File: src/gpio_port_pkg.sv
/*
   Constants for the general-purpose port block: register offsets, field
   positions, reset values and filter timing.
   Assumes a 32-bit classic Wishbone slave; registers are word-aligned except direction at 12'h252.
*/
// Operation
// (RULE1) Readback returns buffered pin levels always
// (RULE2) Readback register read-only, writes change nothing
// (RULE3) Direction bit one output, zero input
// (RULE4) Bit 7 bus controller forces output
// (RULE5) Bit 6 peripheral forces input
// (RULE6) Bit 5 serial interface sets own direction
// (RULE7) Override keeps stored bit, restores later
// (RULE8) Per-pin interrupt enable and edge select
// (RULE9) All pins feed one interrupt request
// (RULE10) Edge detection works for output pins
// (RULE11) Request while flag and enable set; code also needs the mask bit set
// (RULE12) Qualified interrupt wakes from stop, wait
// (RULE13) Filter drops three clocks, accepts four
// (RULE14) Filtered edge sets flag, write one clears
// (RULE15) Direction and enables reset to zero
package gpio_port_pkg;
   localparam int PIN_COUNT = 8;
   localparam logic [11:0] OFS_DIRECTION = 12'h252;
   localparam logic [11:0] OFS_PIN_LEVEL = 12'h254;
   localparam logic [11:0] OFS_IRQ_ENABLE = 12'h258;
   localparam logic [11:0] OFS_IRQ_POLARITY = 12'h25c;
   localparam logic [11:0] OFS_IRQ_FLAG = 12'h260;
   localparam logic [11:0] OFS_IRQ_MASK = 12'h264;
   localparam logic [7:0] DIRECTION_RESET = 8'h00;
   localparam logic [7:0] IRQ_ENABLE_RESET = 8'h00;
   localparam logic [7:0] IRQ_POLARITY_RESET = 8'h00;
   localparam logic [7:0] IRQ_FLAG_RESET = 8'h00;
   localparam logic [7:0] IRQ_MASK_RESET = 8'hff;
   localparam int BIT_FORCE_OUT = 7;
   localparam int BIT_FORCE_IN = 6;
   localparam int BIT_SPI = 5;
   localparam int FILTER_ACCEPT_CLOCKS = 4;
   localparam int FILTER_COUNT_W = 3;
endpackage

File: src/pin_sync.sv
/*
   Two-flop synchroniser for one pin level.
   Assumes the input is asynchronous to clk.
*/
`timescale 1ns/1ps
module pin_sync
(
   input wire logic clk,
   input wire logic rst_b,
   input wire logic async_in,
   output logic sync_out
);
   logic meta_reg;

   always_ff @(posedge clk or negedge rst_b)
   begin
      if (!rst_b)
      begin
         meta_reg <= 1'b0;
         sync_out <= 1'b0;
      end
      else
      begin
         meta_reg <= async_in;
         sync_out <= meta_reg;
      end
   end
endmodule

File: src/pulse_filter.sv
/*
   Per-pin glitch filter: output follows input only after the input has
   held a new level for ACCEPT clocks.
   Assumes a synchronised input.
*/
`timescale 1ns/1ps
module pulse_filter
   import gpio_port_pkg::*;
#(
   parameter int ACCEPT = FILTER_ACCEPT_CLOCKS
)
(
   input wire logic clk,
   input wire logic rst_b,
   input wire logic level_in,
   output logic level_out
);
   logic [FILTER_COUNT_W-1:0] count_reg;
   wire differs = level_in != level_out;
   wire reached = count_reg == FILTER_COUNT_W'(ACCEPT - 1);

   // Three-clock pulses must still be dropped
   if (ACCEPT < 4 || ACCEPT > 8)
   begin : g_bad_accept
      $error("pulse_filter: ACCEPT out of range");
   end

   // Stable for ACCEPT clocks including the commit edge
   always_ff @(posedge clk or negedge rst_b)
   begin
      if (!rst_b)
      begin
         count_reg <= '0;
         level_out <= 1'b0;
      end
      else if (!differs)
         count_reg <= '0;
      else if (reached)
      begin
         count_reg <= '0;
         level_out <= level_in;
      end
      else
         count_reg <= count_reg + FILTER_COUNT_W'(1);
   end

   property p_short_pulse_dropped;
      @(posedge clk) disable iff (!rst_b)
      !differs ##1 differs [*3] ##1 !differs |-> level_out == $past(level_out, 4);
   endproperty
   a_short_pulse_dropped: assert property (p_short_pulse_dropped) // RULE13
      else $error("Short pulse passed the filter");
endmodule

File: src/gpio_port.sv
/*
   Port block: direction register with peripheral override, pin level
   readback, and edge-triggered pin interrupts with glitch filter.
   Assumes a classic Wishbone master on clk and asynchronous pins.
*/
// Our own choice: the Wishbone register port.
`timescale 1ns/1ps
module gpio_port
   import gpio_port_pkg::*;
#(
   parameter int WIDTH = PIN_COUNT
)
(
   input wire logic clk,
   input wire logic rst_b,
   input wire logic wb_cyc_i,
   input wire logic wb_stb_i,
   input wire logic wb_we_i,
   input wire logic [11:0] wb_adr_i,
   input wire logic [3:0] wb_sel_i,
   input wire logic [31:0] wb_dat_i,
   output logic [31:0] wb_dat_o,
   output logic wb_ack_o,
   output logic wb_err_o,
   input wire logic [WIDTH-1:0] pin_in,
   input wire logic [WIDTH-1:0] pin_out_data,
   output logic [WIDTH-1:0] pin_out,
   output logic [WIDTH-1:0] pin_oe,
   input wire logic bus_controller_owns_pin7,
   input wire logic bus_controller_owns_pin6,
   input wire logic serial_peripheral_zero_en,
   input wire logic serial_peripheral_zero_pin5_out,
   input wire logic low_power_mode,
   output logic port_irq,
   output logic wake_request
);
   logic [7:0] pin_direction_bits_reg;
   logic [7:0] irq_enable_reg;
   logic [7:0] irq_polarity_reg;
   logic [7:0] irq_flag_reg;
   logic [7:0] irq_flag_next;
   logic [7:0] irq_mask_reg;
   logic [7:0] filtered_prev_reg;
   logic [WIDTH-1:0] pin_synced;
   logic [WIDTH-1:0] pin_filtered;
   logic [7:0] pin_level_readback;
   logic [31:0] rd_data;

   if (WIDTH != 8)
   begin : g_bad_width
      $error("gpio_port: WIDTH must be 8");
   end

   genvar g;
   generate
      for (g = 0; g < WIDTH; g++)
      begin : gen_pin
         pin_sync u_sync
         (
            .clk(clk),
            .rst_b(rst_b),
            .async_in(pin_in[g]),
            .sync_out(pin_synced[g])
         );
         pulse_filter #(.ACCEPT(FILTER_ACCEPT_CLOCKS)) u_filter // RULE13
         (
            .clk(clk),
            .rst_b(rst_b),
            .level_in(pin_synced[g]),
            .level_out(pin_filtered[g])
         );
      end
   endgenerate

   // Readback is the synchronised pin, independent of direction
   assign pin_level_readback = pin_synced; // RULE1

   // Bus decode
   wire access = wb_cyc_i && wb_stb_i && !wb_ack_o && !wb_err_o;
   wire hit_dir = wb_adr_i == OFS_DIRECTION;
   wire hit_lvl = wb_adr_i == OFS_PIN_LEVEL;
   wire hit_ien = wb_adr_i == OFS_IRQ_ENABLE;
   wire hit_pol = wb_adr_i == OFS_IRQ_POLARITY;
   wire hit_flg = wb_adr_i == OFS_IRQ_FLAG;
   wire hit_msk = wb_adr_i == OFS_IRQ_MASK;
   wire mapped = hit_dir || hit_lvl || hit_ien || hit_pol || hit_flg || hit_msk;
   wire wr_lane0 = access && wb_we_i && wb_sel_i[0];
   wire wr_dir = wr_lane0 && hit_dir;
   wire wr_ien = wr_lane0 && hit_ien;
   wire wr_pol = wr_lane0 && hit_pol;
   wire wr_flg = wr_lane0 && hit_flg;
   wire wr_msk = wr_lane0 && hit_msk;
   wire [7:0] wr_byte = wb_dat_i[7:0];

   assign rd_data = hit_dir ? {24'h0, pin_direction_bits_reg} :
                    hit_lvl ? {24'h0, pin_level_readback} :
                    hit_ien ? {24'h0, irq_enable_reg} :
                    hit_pol ? {24'h0, irq_polarity_reg} :
                    hit_flg ? {24'h0, irq_flag_reg} :
                    hit_msk ? {24'h0, irq_mask_reg} : 32'h0;

   always_ff @(posedge clk or negedge rst_b)
   begin
      if (!rst_b)
      begin
         wb_ack_o <= 1'b0;
         wb_err_o <= 1'b0;
         wb_dat_o <= 32'h0;
      end
      else
      begin
         wb_ack_o <= access && mapped;
         wb_err_o <= access && !mapped;
         wb_dat_o <= (access && !wb_we_i) ? rd_data : 32'h0;
      end
   end

   // Writes to the readback offset decode to no register at all
   always_ff @(posedge clk or negedge rst_b)
   begin
      if (!rst_b)
      begin
         pin_direction_bits_reg <= DIRECTION_RESET; // RULE15
         irq_enable_reg <= IRQ_ENABLE_RESET; // RULE15
         irq_polarity_reg <= IRQ_POLARITY_RESET;
         irq_mask_reg <= IRQ_MASK_RESET;
      end
      else
      begin
         if (wr_dir)
            pin_direction_bits_reg <= wr_byte; // RULE3
         if (wr_ien)
            irq_enable_reg <= wr_byte; // RULE8
         if (wr_pol)
            irq_polarity_reg <= wr_byte; // RULE8
         if (wr_msk)
            irq_mask_reg <= wr_byte;
      end
   end

   // Direction: overrides never touch the stored bits
   logic [7:0] oe_eff;
   always_comb
   begin
      oe_eff = pin_direction_bits_reg; // RULE3 RULE7
      if (bus_controller_owns_pin7)
         oe_eff[BIT_FORCE_OUT] = 1'b1; // RULE4
      if (bus_controller_owns_pin6)
         oe_eff[BIT_FORCE_IN] = 1'b0; // RULE5
      if (serial_peripheral_zero_en)
         oe_eff[BIT_SPI] = serial_peripheral_zero_pin5_out; // RULE6
   end
   assign pin_oe = oe_eff;
   assign pin_out = pin_out_data;

   // Edges seen on the filtered level, whatever the direction
   wire [7:0] rise = pin_filtered & ~filtered_prev_reg; // RULE10
   wire [7:0] fall = ~pin_filtered & filtered_prev_reg;
   wire [7:0] edge_hit = (irq_polarity_reg & rise) | (~irq_polarity_reg & fall);

   // Set wins over a write-one clear in the same cycle
   assign irq_flag_next = (irq_flag_reg & ~(wr_flg ? wr_byte : 8'h00)) | edge_hit; // RULE14

   always_ff @(posedge clk or negedge rst_b)
   begin
      if (!rst_b)
      begin
         filtered_prev_reg <= 8'h00;
         irq_flag_reg <= IRQ_FLAG_RESET;
      end
      else
      begin
         filtered_prev_reg <= pin_filtered;
         irq_flag_reg <= irq_flag_next;
      end
   end

   wire [7:0] qualified = irq_flag_reg & irq_enable_reg; // RULE11
   assign port_irq = |(qualified & irq_mask_reg); // RULE9
   assign wake_request = low_power_mode && |qualified; // RULE12

   property p_irq_from_flag;
      @(posedge clk) disable iff (!rst_b)
      |(irq_flag_reg & irq_enable_reg & irq_mask_reg) |-> port_irq;
   endproperty
   a_irq_from_flag: assert property (p_irq_from_flag) // RULE11
      else $error("Interrupt missing while flag and enable set");

   property p_no_irq_without_flag;
      @(posedge clk) disable iff (!rst_b)
      (irq_flag_reg & irq_enable_reg) == 8'h00 |-> !port_irq;
   endproperty
   a_no_irq_without_flag: assert property (p_no_irq_without_flag) // RULE9
      else $error("Interrupt without qualified flag");

   property p_force_out;
      @(posedge clk) disable iff (!rst_b)
      bus_controller_owns_pin7 |-> pin_oe[BIT_FORCE_OUT];
   endproperty
   a_force_out: assert property (p_force_out) // RULE4
      else $error("Pin 7 not driven while owned");

   property p_force_in;
      @(posedge clk) disable iff (!rst_b)
      bus_controller_owns_pin6 |-> !pin_oe[BIT_FORCE_IN];
   endproperty
   a_force_in: assert property (p_force_in) // RULE5
      else $error("Pin 6 driven while owned");

   property p_spi_dir;
      @(posedge clk) disable iff (!rst_b)
      serial_peripheral_zero_en |-> pin_oe[BIT_SPI] == serial_peripheral_zero_pin5_out;
   endproperty
   a_spi_dir: assert property (p_spi_dir) // RULE6
      else $error("Pin 5 direction not from serial interface");

   property p_dir_plain;
      @(posedge clk) disable iff (!rst_b)
      pin_oe[4:0] == pin_direction_bits_reg[4:0];
   endproperty
   a_dir_plain: assert property (p_dir_plain) // RULE3
      else $error("Direction bits not applied");

   property p_override_keeps_bits;
      @(posedge clk) disable iff (!rst_b)
      !wr_dir |=> $stable(pin_direction_bits_reg);
   endproperty
   a_override_keeps_bits: assert property (p_override_keeps_bits) // RULE7
      else $error("Direction bits changed without a write");

   property p_edge_sets_flag;
      @(posedge clk) disable iff (!rst_b)
      |edge_hit |=> (irq_flag_reg & $past(edge_hit)) == $past(edge_hit);
   endproperty
   a_edge_sets_flag: assert property (p_edge_sets_flag) // RULE14
      else $error("Selected edge did not set its flag");

   property p_readback;
      @(posedge clk) disable iff (!rst_b)
      access && !wb_we_i && hit_lvl |=> wb_dat_o[7:0] == $past(pin_synced);
   endproperty
   a_readback: assert property (p_readback) // RULE1
      else $error("Readback differs from pin levels");

   property p_wake;
      @(posedge clk) disable iff (!rst_b)
      low_power_mode && |(irq_flag_reg & irq_enable_reg) |-> wake_request;
   endproperty
   a_wake: assert property (p_wake) // RULE12
      else $error("No wake on qualified interrupt");

   property p_ack_one_cycle;
      @(posedge clk) disable iff (!rst_b)
      wb_ack_o |=> !wb_ack_o;
   endproperty
   a_ack_one_cycle: assert property (p_ack_one_cycle)
      else $error("Acknowledge held for two cycles");

   property p_err_one_cycle;
      @(posedge clk) disable iff (!rst_b)
      wb_err_o |=> !wb_err_o;
   endproperty
   a_err_one_cycle: assert property (p_err_one_cycle)
      else $error("Error held for two cycles");

   property p_ack_follows_access;
      @(posedge clk) disable iff (!rst_b)
      access && mapped |=> wb_ack_o && !wb_err_o;
   endproperty
   a_ack_follows_access: assert property (p_ack_follows_access)
      else $error("Mapped access not acknowledged");

   property p_err_unmapped;
      @(posedge clk) disable iff (!rst_b)
      access && !mapped |=> wb_err_o && !wb_ack_o;
   endproperty
   a_err_unmapped: assert property (p_err_unmapped)
      else $error("Unmapped access not refused");

   property p_level_write_ignored;
      @(posedge clk) disable iff (!rst_b)
      access && wb_we_i && hit_lvl |=> $stable(pin_direction_bits_reg) &&
         $stable(irq_enable_reg) && $stable(irq_polarity_reg) && $stable(irq_mask_reg);
   endproperty
   a_level_write_ignored: assert property (p_level_write_ignored) // RULE2
      else $error("Write to readback changed a register");

   property p_level_write_acked;
      @(posedge clk) disable iff (!rst_b)
      access && wb_we_i && hit_lvl |=> wb_ack_o;
   endproperty
   a_level_write_acked: assert property (p_level_write_acked) // RULE2
      else $error("Write to readback not acknowledged");

   property p_dir_write;
      @(posedge clk) disable iff (!rst_b)
      wr_dir |=> pin_direction_bits_reg == $past(wr_byte);
   endproperty
   a_dir_write: assert property (p_dir_write) // RULE3
      else $error("Direction write lost");

   property p_override_released;
      @(posedge clk) disable iff (!rst_b)
      !bus_controller_owns_pin7 && !bus_controller_owns_pin6 && !serial_peripheral_zero_en
         |-> pin_oe == pin_direction_bits_reg;
   endproperty
   a_override_released: assert property (p_override_released) // RULE7
      else $error("Direction bits not in control after override");

   property p_enable_write;
      @(posedge clk) disable iff (!rst_b)
      wr_ien |=> irq_enable_reg == $past(wr_byte);
   endproperty
   a_enable_write: assert property (p_enable_write) // RULE8
      else $error("Interrupt enable write lost");

   property p_polarity_write;
      @(posedge clk) disable iff (!rst_b)
      wr_pol |=> irq_polarity_reg == $past(wr_byte);
   endproperty
   a_polarity_write: assert property (p_polarity_write) // RULE8
      else $error("Edge select write lost");

   property p_flag_clear;
      @(posedge clk) disable iff (!rst_b)
      wr_flg && !(|edge_hit) |=> (irq_flag_reg & $past(wr_byte)) == 8'h00;
   endproperty
   a_flag_clear: assert property (p_flag_clear) // RULE14
      else $error("Write of one did not clear the flag");

   property p_flag_holds;
      @(posedge clk) disable iff (!rst_b)
      !wr_flg && !(|edge_hit) |=> $stable(irq_flag_reg);
   endproperty
   a_flag_holds: assert property (p_flag_holds) // RULE14
      else $error("Flag changed without edge or clear");

   property p_output_edge;
      @(posedge clk) disable iff (!rst_b)
      |(rise & irq_polarity_reg & pin_oe) |=>
         |(irq_flag_reg & $past(rise & irq_polarity_reg & pin_oe));
   endproperty
   a_output_edge: assert property (p_output_edge) // RULE10
      else $error("Edge on an output pin not flagged");

   property p_wake_quiet;
      @(posedge clk) disable iff (!rst_b)
      !low_power_mode |-> !wake_request;
   endproperty
   a_wake_quiet: assert property (p_wake_quiet) // RULE12
      else $error("Wake request outside low power mode");
endmodule

File: config.mk
export PLATFORM = sky130hd
export DESIGN_NAME = gpio_port
export DESIGN_NICKNAME = d
export VERILOG_FILES = /design/src/gpio_port_pkg.sv /design/src/pin_sync.sv /design/src/pulse_filter.sv /design/src/gpio_port.sv
export SDC_FILE = /design/constraint.sdc
export NUM_CORES = 1
export LEC_CHECK = 0
export ABC_AREA = 1
export BUFFER_PORTS_ARGS = -buffer_cell sky130_fd_sc_hd__buf_2
export CORE_ASPECT_RATIO = 2
export CORE_MARGIN = 4
export CORE_UTILIZATION = 34
export CTS_BUF_LIST = sky130_fd_sc_hd__clkbuf_8
export CTS_CLUSTER_SIZE = 20
export DETAILED_ROUTE_END_ITERATION = 8
export GPL_ROUTABILITY_DRIVEN = 1
export PLACE_DENSITY = 0.66
export SYNTH_ARGS = -nofsm -noshare
export SYNTH_HDL_FRONTEND = slang
export SYNTH_SLANG_ARGS = --single-unit
File: constraint.sdc
create_clock -name clk -period 1.5 [get_ports clk]
set_input_delay 0.15 -clock clk [delete_from_list [all_inputs] [get_ports clk]]
set_output_delay 0.15 -clock clk [all_outputs]
set_load 0.03 [all_outputs]
==> metrics.md <==
| Metric | Value |
|---|---|
| Switching power of the nets | 1.87 mW |
| Port bufs | between 50 and 60 |
| Setup crit start kind | register |
| Yosys reg bits | 106 |
| Crit end category | primary output |
| Worst hold-check path type | in -> reg |
| Share of layout cells above drive strength 1 | between 20% and 30% |
| Aggregate routed wire length | 11000 um |
| Number of nets in the layout | 728 |
| Fin Hold WS | 0.109 ns |
| Outcome | finished with violations |
| I/O pin cnt | between 100 and 150 |
| Vias per std cell | 4.47 |
| Post-synth top area cell | dfrtp_1 |
| WP data required | 1.35 ns |
| Overflow after GRT | 0 |
| Worst Path Max Fanout | 2 |
| Placed cells | 808 |
| Yosys top cell area share | 49.4% |
| Fillers | 1466 |
| Syn. warnings | 0 |
| Switch share | 30.3% |
| Gate power share | between 10% and 20% |
| First-pass GRT wire length | about 18000 um |
| Vias in the first global route | 3687 |
| Row cnt | between 60 and 70 |
| Clock power share | about a quarter |
| Final Util | 41.3% |
| Clock Path Buffers | 2 |
| Failing checks | negative setup slack |
| Post-Layout Cell Count | between 800 and 900 |
| Syn Area/Cell | 9.03 um2 |
| Clock sinks | ~110 |
| Antenna violations before repair | 0 |
| Die Ht | 179 um |
| Root Driver | clkbuf_8 |
| Count of final hold-check violations | 0 |
| Starting Density | 34.6% |
| Worst VDD drop | 0.387 mV |
| Dpl hpwl | slightly above 8000 um |
| Commonest non-fill, non-tap cell in the layout | nand2_1 |
| Power density over the cells | 1040 nW/um2 |
| Die extent in x | 93.5 um |
| Reg2Reg Depth | 7 |
| Total power | 6.17 mW |
| Area delta synth->final | 19.4% |
| Internal power | 4.30 mW |
| Clk slew on worst S/H paths | ~0.10 ns |
| CTS Buf Count | 9 |
| Design area | 5930 um2 |
| Reg power frac | a little under three fifths |
| GPL Wtd Cong | approximately 0.83 |
| Post-Syn Instances | 550 |
| WHS Path Cells | 3 |
| Setup-failing EPs final | 2 |
| Distinct cell type count after synthesis | 34 |
| Max frequency | 612 MHz |
| Max_cap viols | 0 |
| CP arrival | 1.48 ns |
| PnR worst setup slack | -0.133 ns |
| CP Class | reg -> out |
| DR pass1 iterations | 4 |
| Core area | 14400 um2 |
| Max FFs per register | 24 |
| CTS tree | done |
| DRC | 0 |
| Die Area | ~17000 um2 |
| Period utilisation layout | 109% |
| H-Tree Depth | 3 |
| DR iter-0 viols | 193 |
| Ant. Diodes | 0 |
| Pins Over Slew Limit | 0 |
| Leakage | 2.88 nW |
| Unrepaired setup endpoints after global routing | true |
| Post-DP Area | 5540 um2 |
| Clock Latency Late Sink | between 0.3 and 0.4 ns |
| Antenna Violating Nets Remaining | 0 |
| Most frequent cells in the layout | nand2_1, dfrtp_1, nor2_1, buf_2, inv_1 |
| Setup tns final | -0.231 ns |
| Final setup skew | 0.0103 ns |
| Seq/Total Area, Yosys | between 50 and 60% |
| Leading post-synthesis cells by cell area | dfrtp_1, nand2_1, buf_4 |
| Vias | approximately 3800 |
| Gr usage total | between 10% and 20% |
| Drt wl/cell | 13.1 um |
| Largest net degree at the start of global routing | 33 |
| Pre-CTS setup slack | 0.00429 ns |
| Synthesized cell area | 4970 um2 |
| Fin crit period | 1.63 ns |
## cell families (layout without fill, tap and decap cells)
| group | count (synthesis) | in the layout | synth area share [%] |
|---|---|---|---|
| mux | 1 | 1 | 0.227 |
| buf+inv | 97 | 175 | 10.7 |
| simple gates | 245 | 245 | 21.8 |
| flops | 106 | 106 | 53.6 |
| other cells | 1 | 24 | 0.0755 |
| xor+xnor | 8 | 8 | 1.41 |
| compound gates | 84 | 84 | 10.2 |
| fa+ha+maj | 8 | 8 | 2.02 |
## metal layers
layer | global-route usage [%] | routed length, um
met5 | 0 | 0
met1 | 15.7 | 4330
met3 | 2.52 | 566
met2 | 24.1 | 5610
met4 | 8.62 | 503
## critical path: stages, from the launching register on
cell	delay, ns
dfrtp_1	0.40
nand2_2	0.09
inv_2	0.04
a221oi_2	0.24
nand4_1	0.16
buf_6	0.18
## worst paths after layout
kind	endpoint	start	slack, ns
worst max-delay path	port_irq	irq_enable_reg[4]	-0.13
worst min-delay path	irq_enable_reg[6]	wb_dat_i[6]	0.11
worst max register to register	irq_flag_reg[3]	wb_ack_o	0.09
worst min register to register	gen_pin[5].u_sync.sync_out	gen_pin[5].u_sync.meta_reg	0.35
max in group asynchronous	irq_mask_reg[2]	rst_b	0.66
min in group asynchronous	gen_pin[0].u_filter.count_reg[1]	rst_b	0.27
## synth_stat cells
cell,n
or2_2,1
inv_2,2
buf_4,37
nor2_4,2
nand2_2,9
nand4_1,3
o21a_1,1
mux2_2,1
conb_1,1
nand2_4,2
nor2_1,58
a21oi_1,23
a221oi_1,1
o21ai_1,5
dfstp_2,8
o21ai_2,16
xnor2_1,8
clkinv_2,1
nor2_2,6
nor3_4,1
o211ai_1,7
o221ai_1,1
ha_1,8
dfrtp_1,98
inv_1,52
buf_6,3
or2_0,1
nand3_2,1
buf_2,2
nand2_1,126
nor3_1,9
o21ai_0,30
nand3_1,18
nor3b_1,8
## power groups by stage
stage	sequential (mW)	combinational (mW)	clock, mW
after floorplan	3.53	0.861	0
after global placement	3.58	1.02	0
after detailed placement	3.60	1.05	0
after CTS	3.54	1.07	1.66
after global routing	3.59	1.24	1.77
final	3.53	1.05	1.59
## timing repair
item	CTS	global route
pin swaps	4	5
hold buffers	9	0
gates resized for setup	12	12
endpoints found under the hold margin	32	0
setup buffers	8	2
setup endpoints to repair	4	49
## final cells by class
cell class,instances,area (um2),share of cell area (%)
sequential,106,2670,44.9
multi-input combinational,370,1910,32.2
timing repair buffer,104,739,12.5
tap,192,240,4.05
inverter,55,208,3.50
clock buffer,9,124,2.09
clock inverter,7,46.3,0.781
Power figures use the tool's default switching activity.
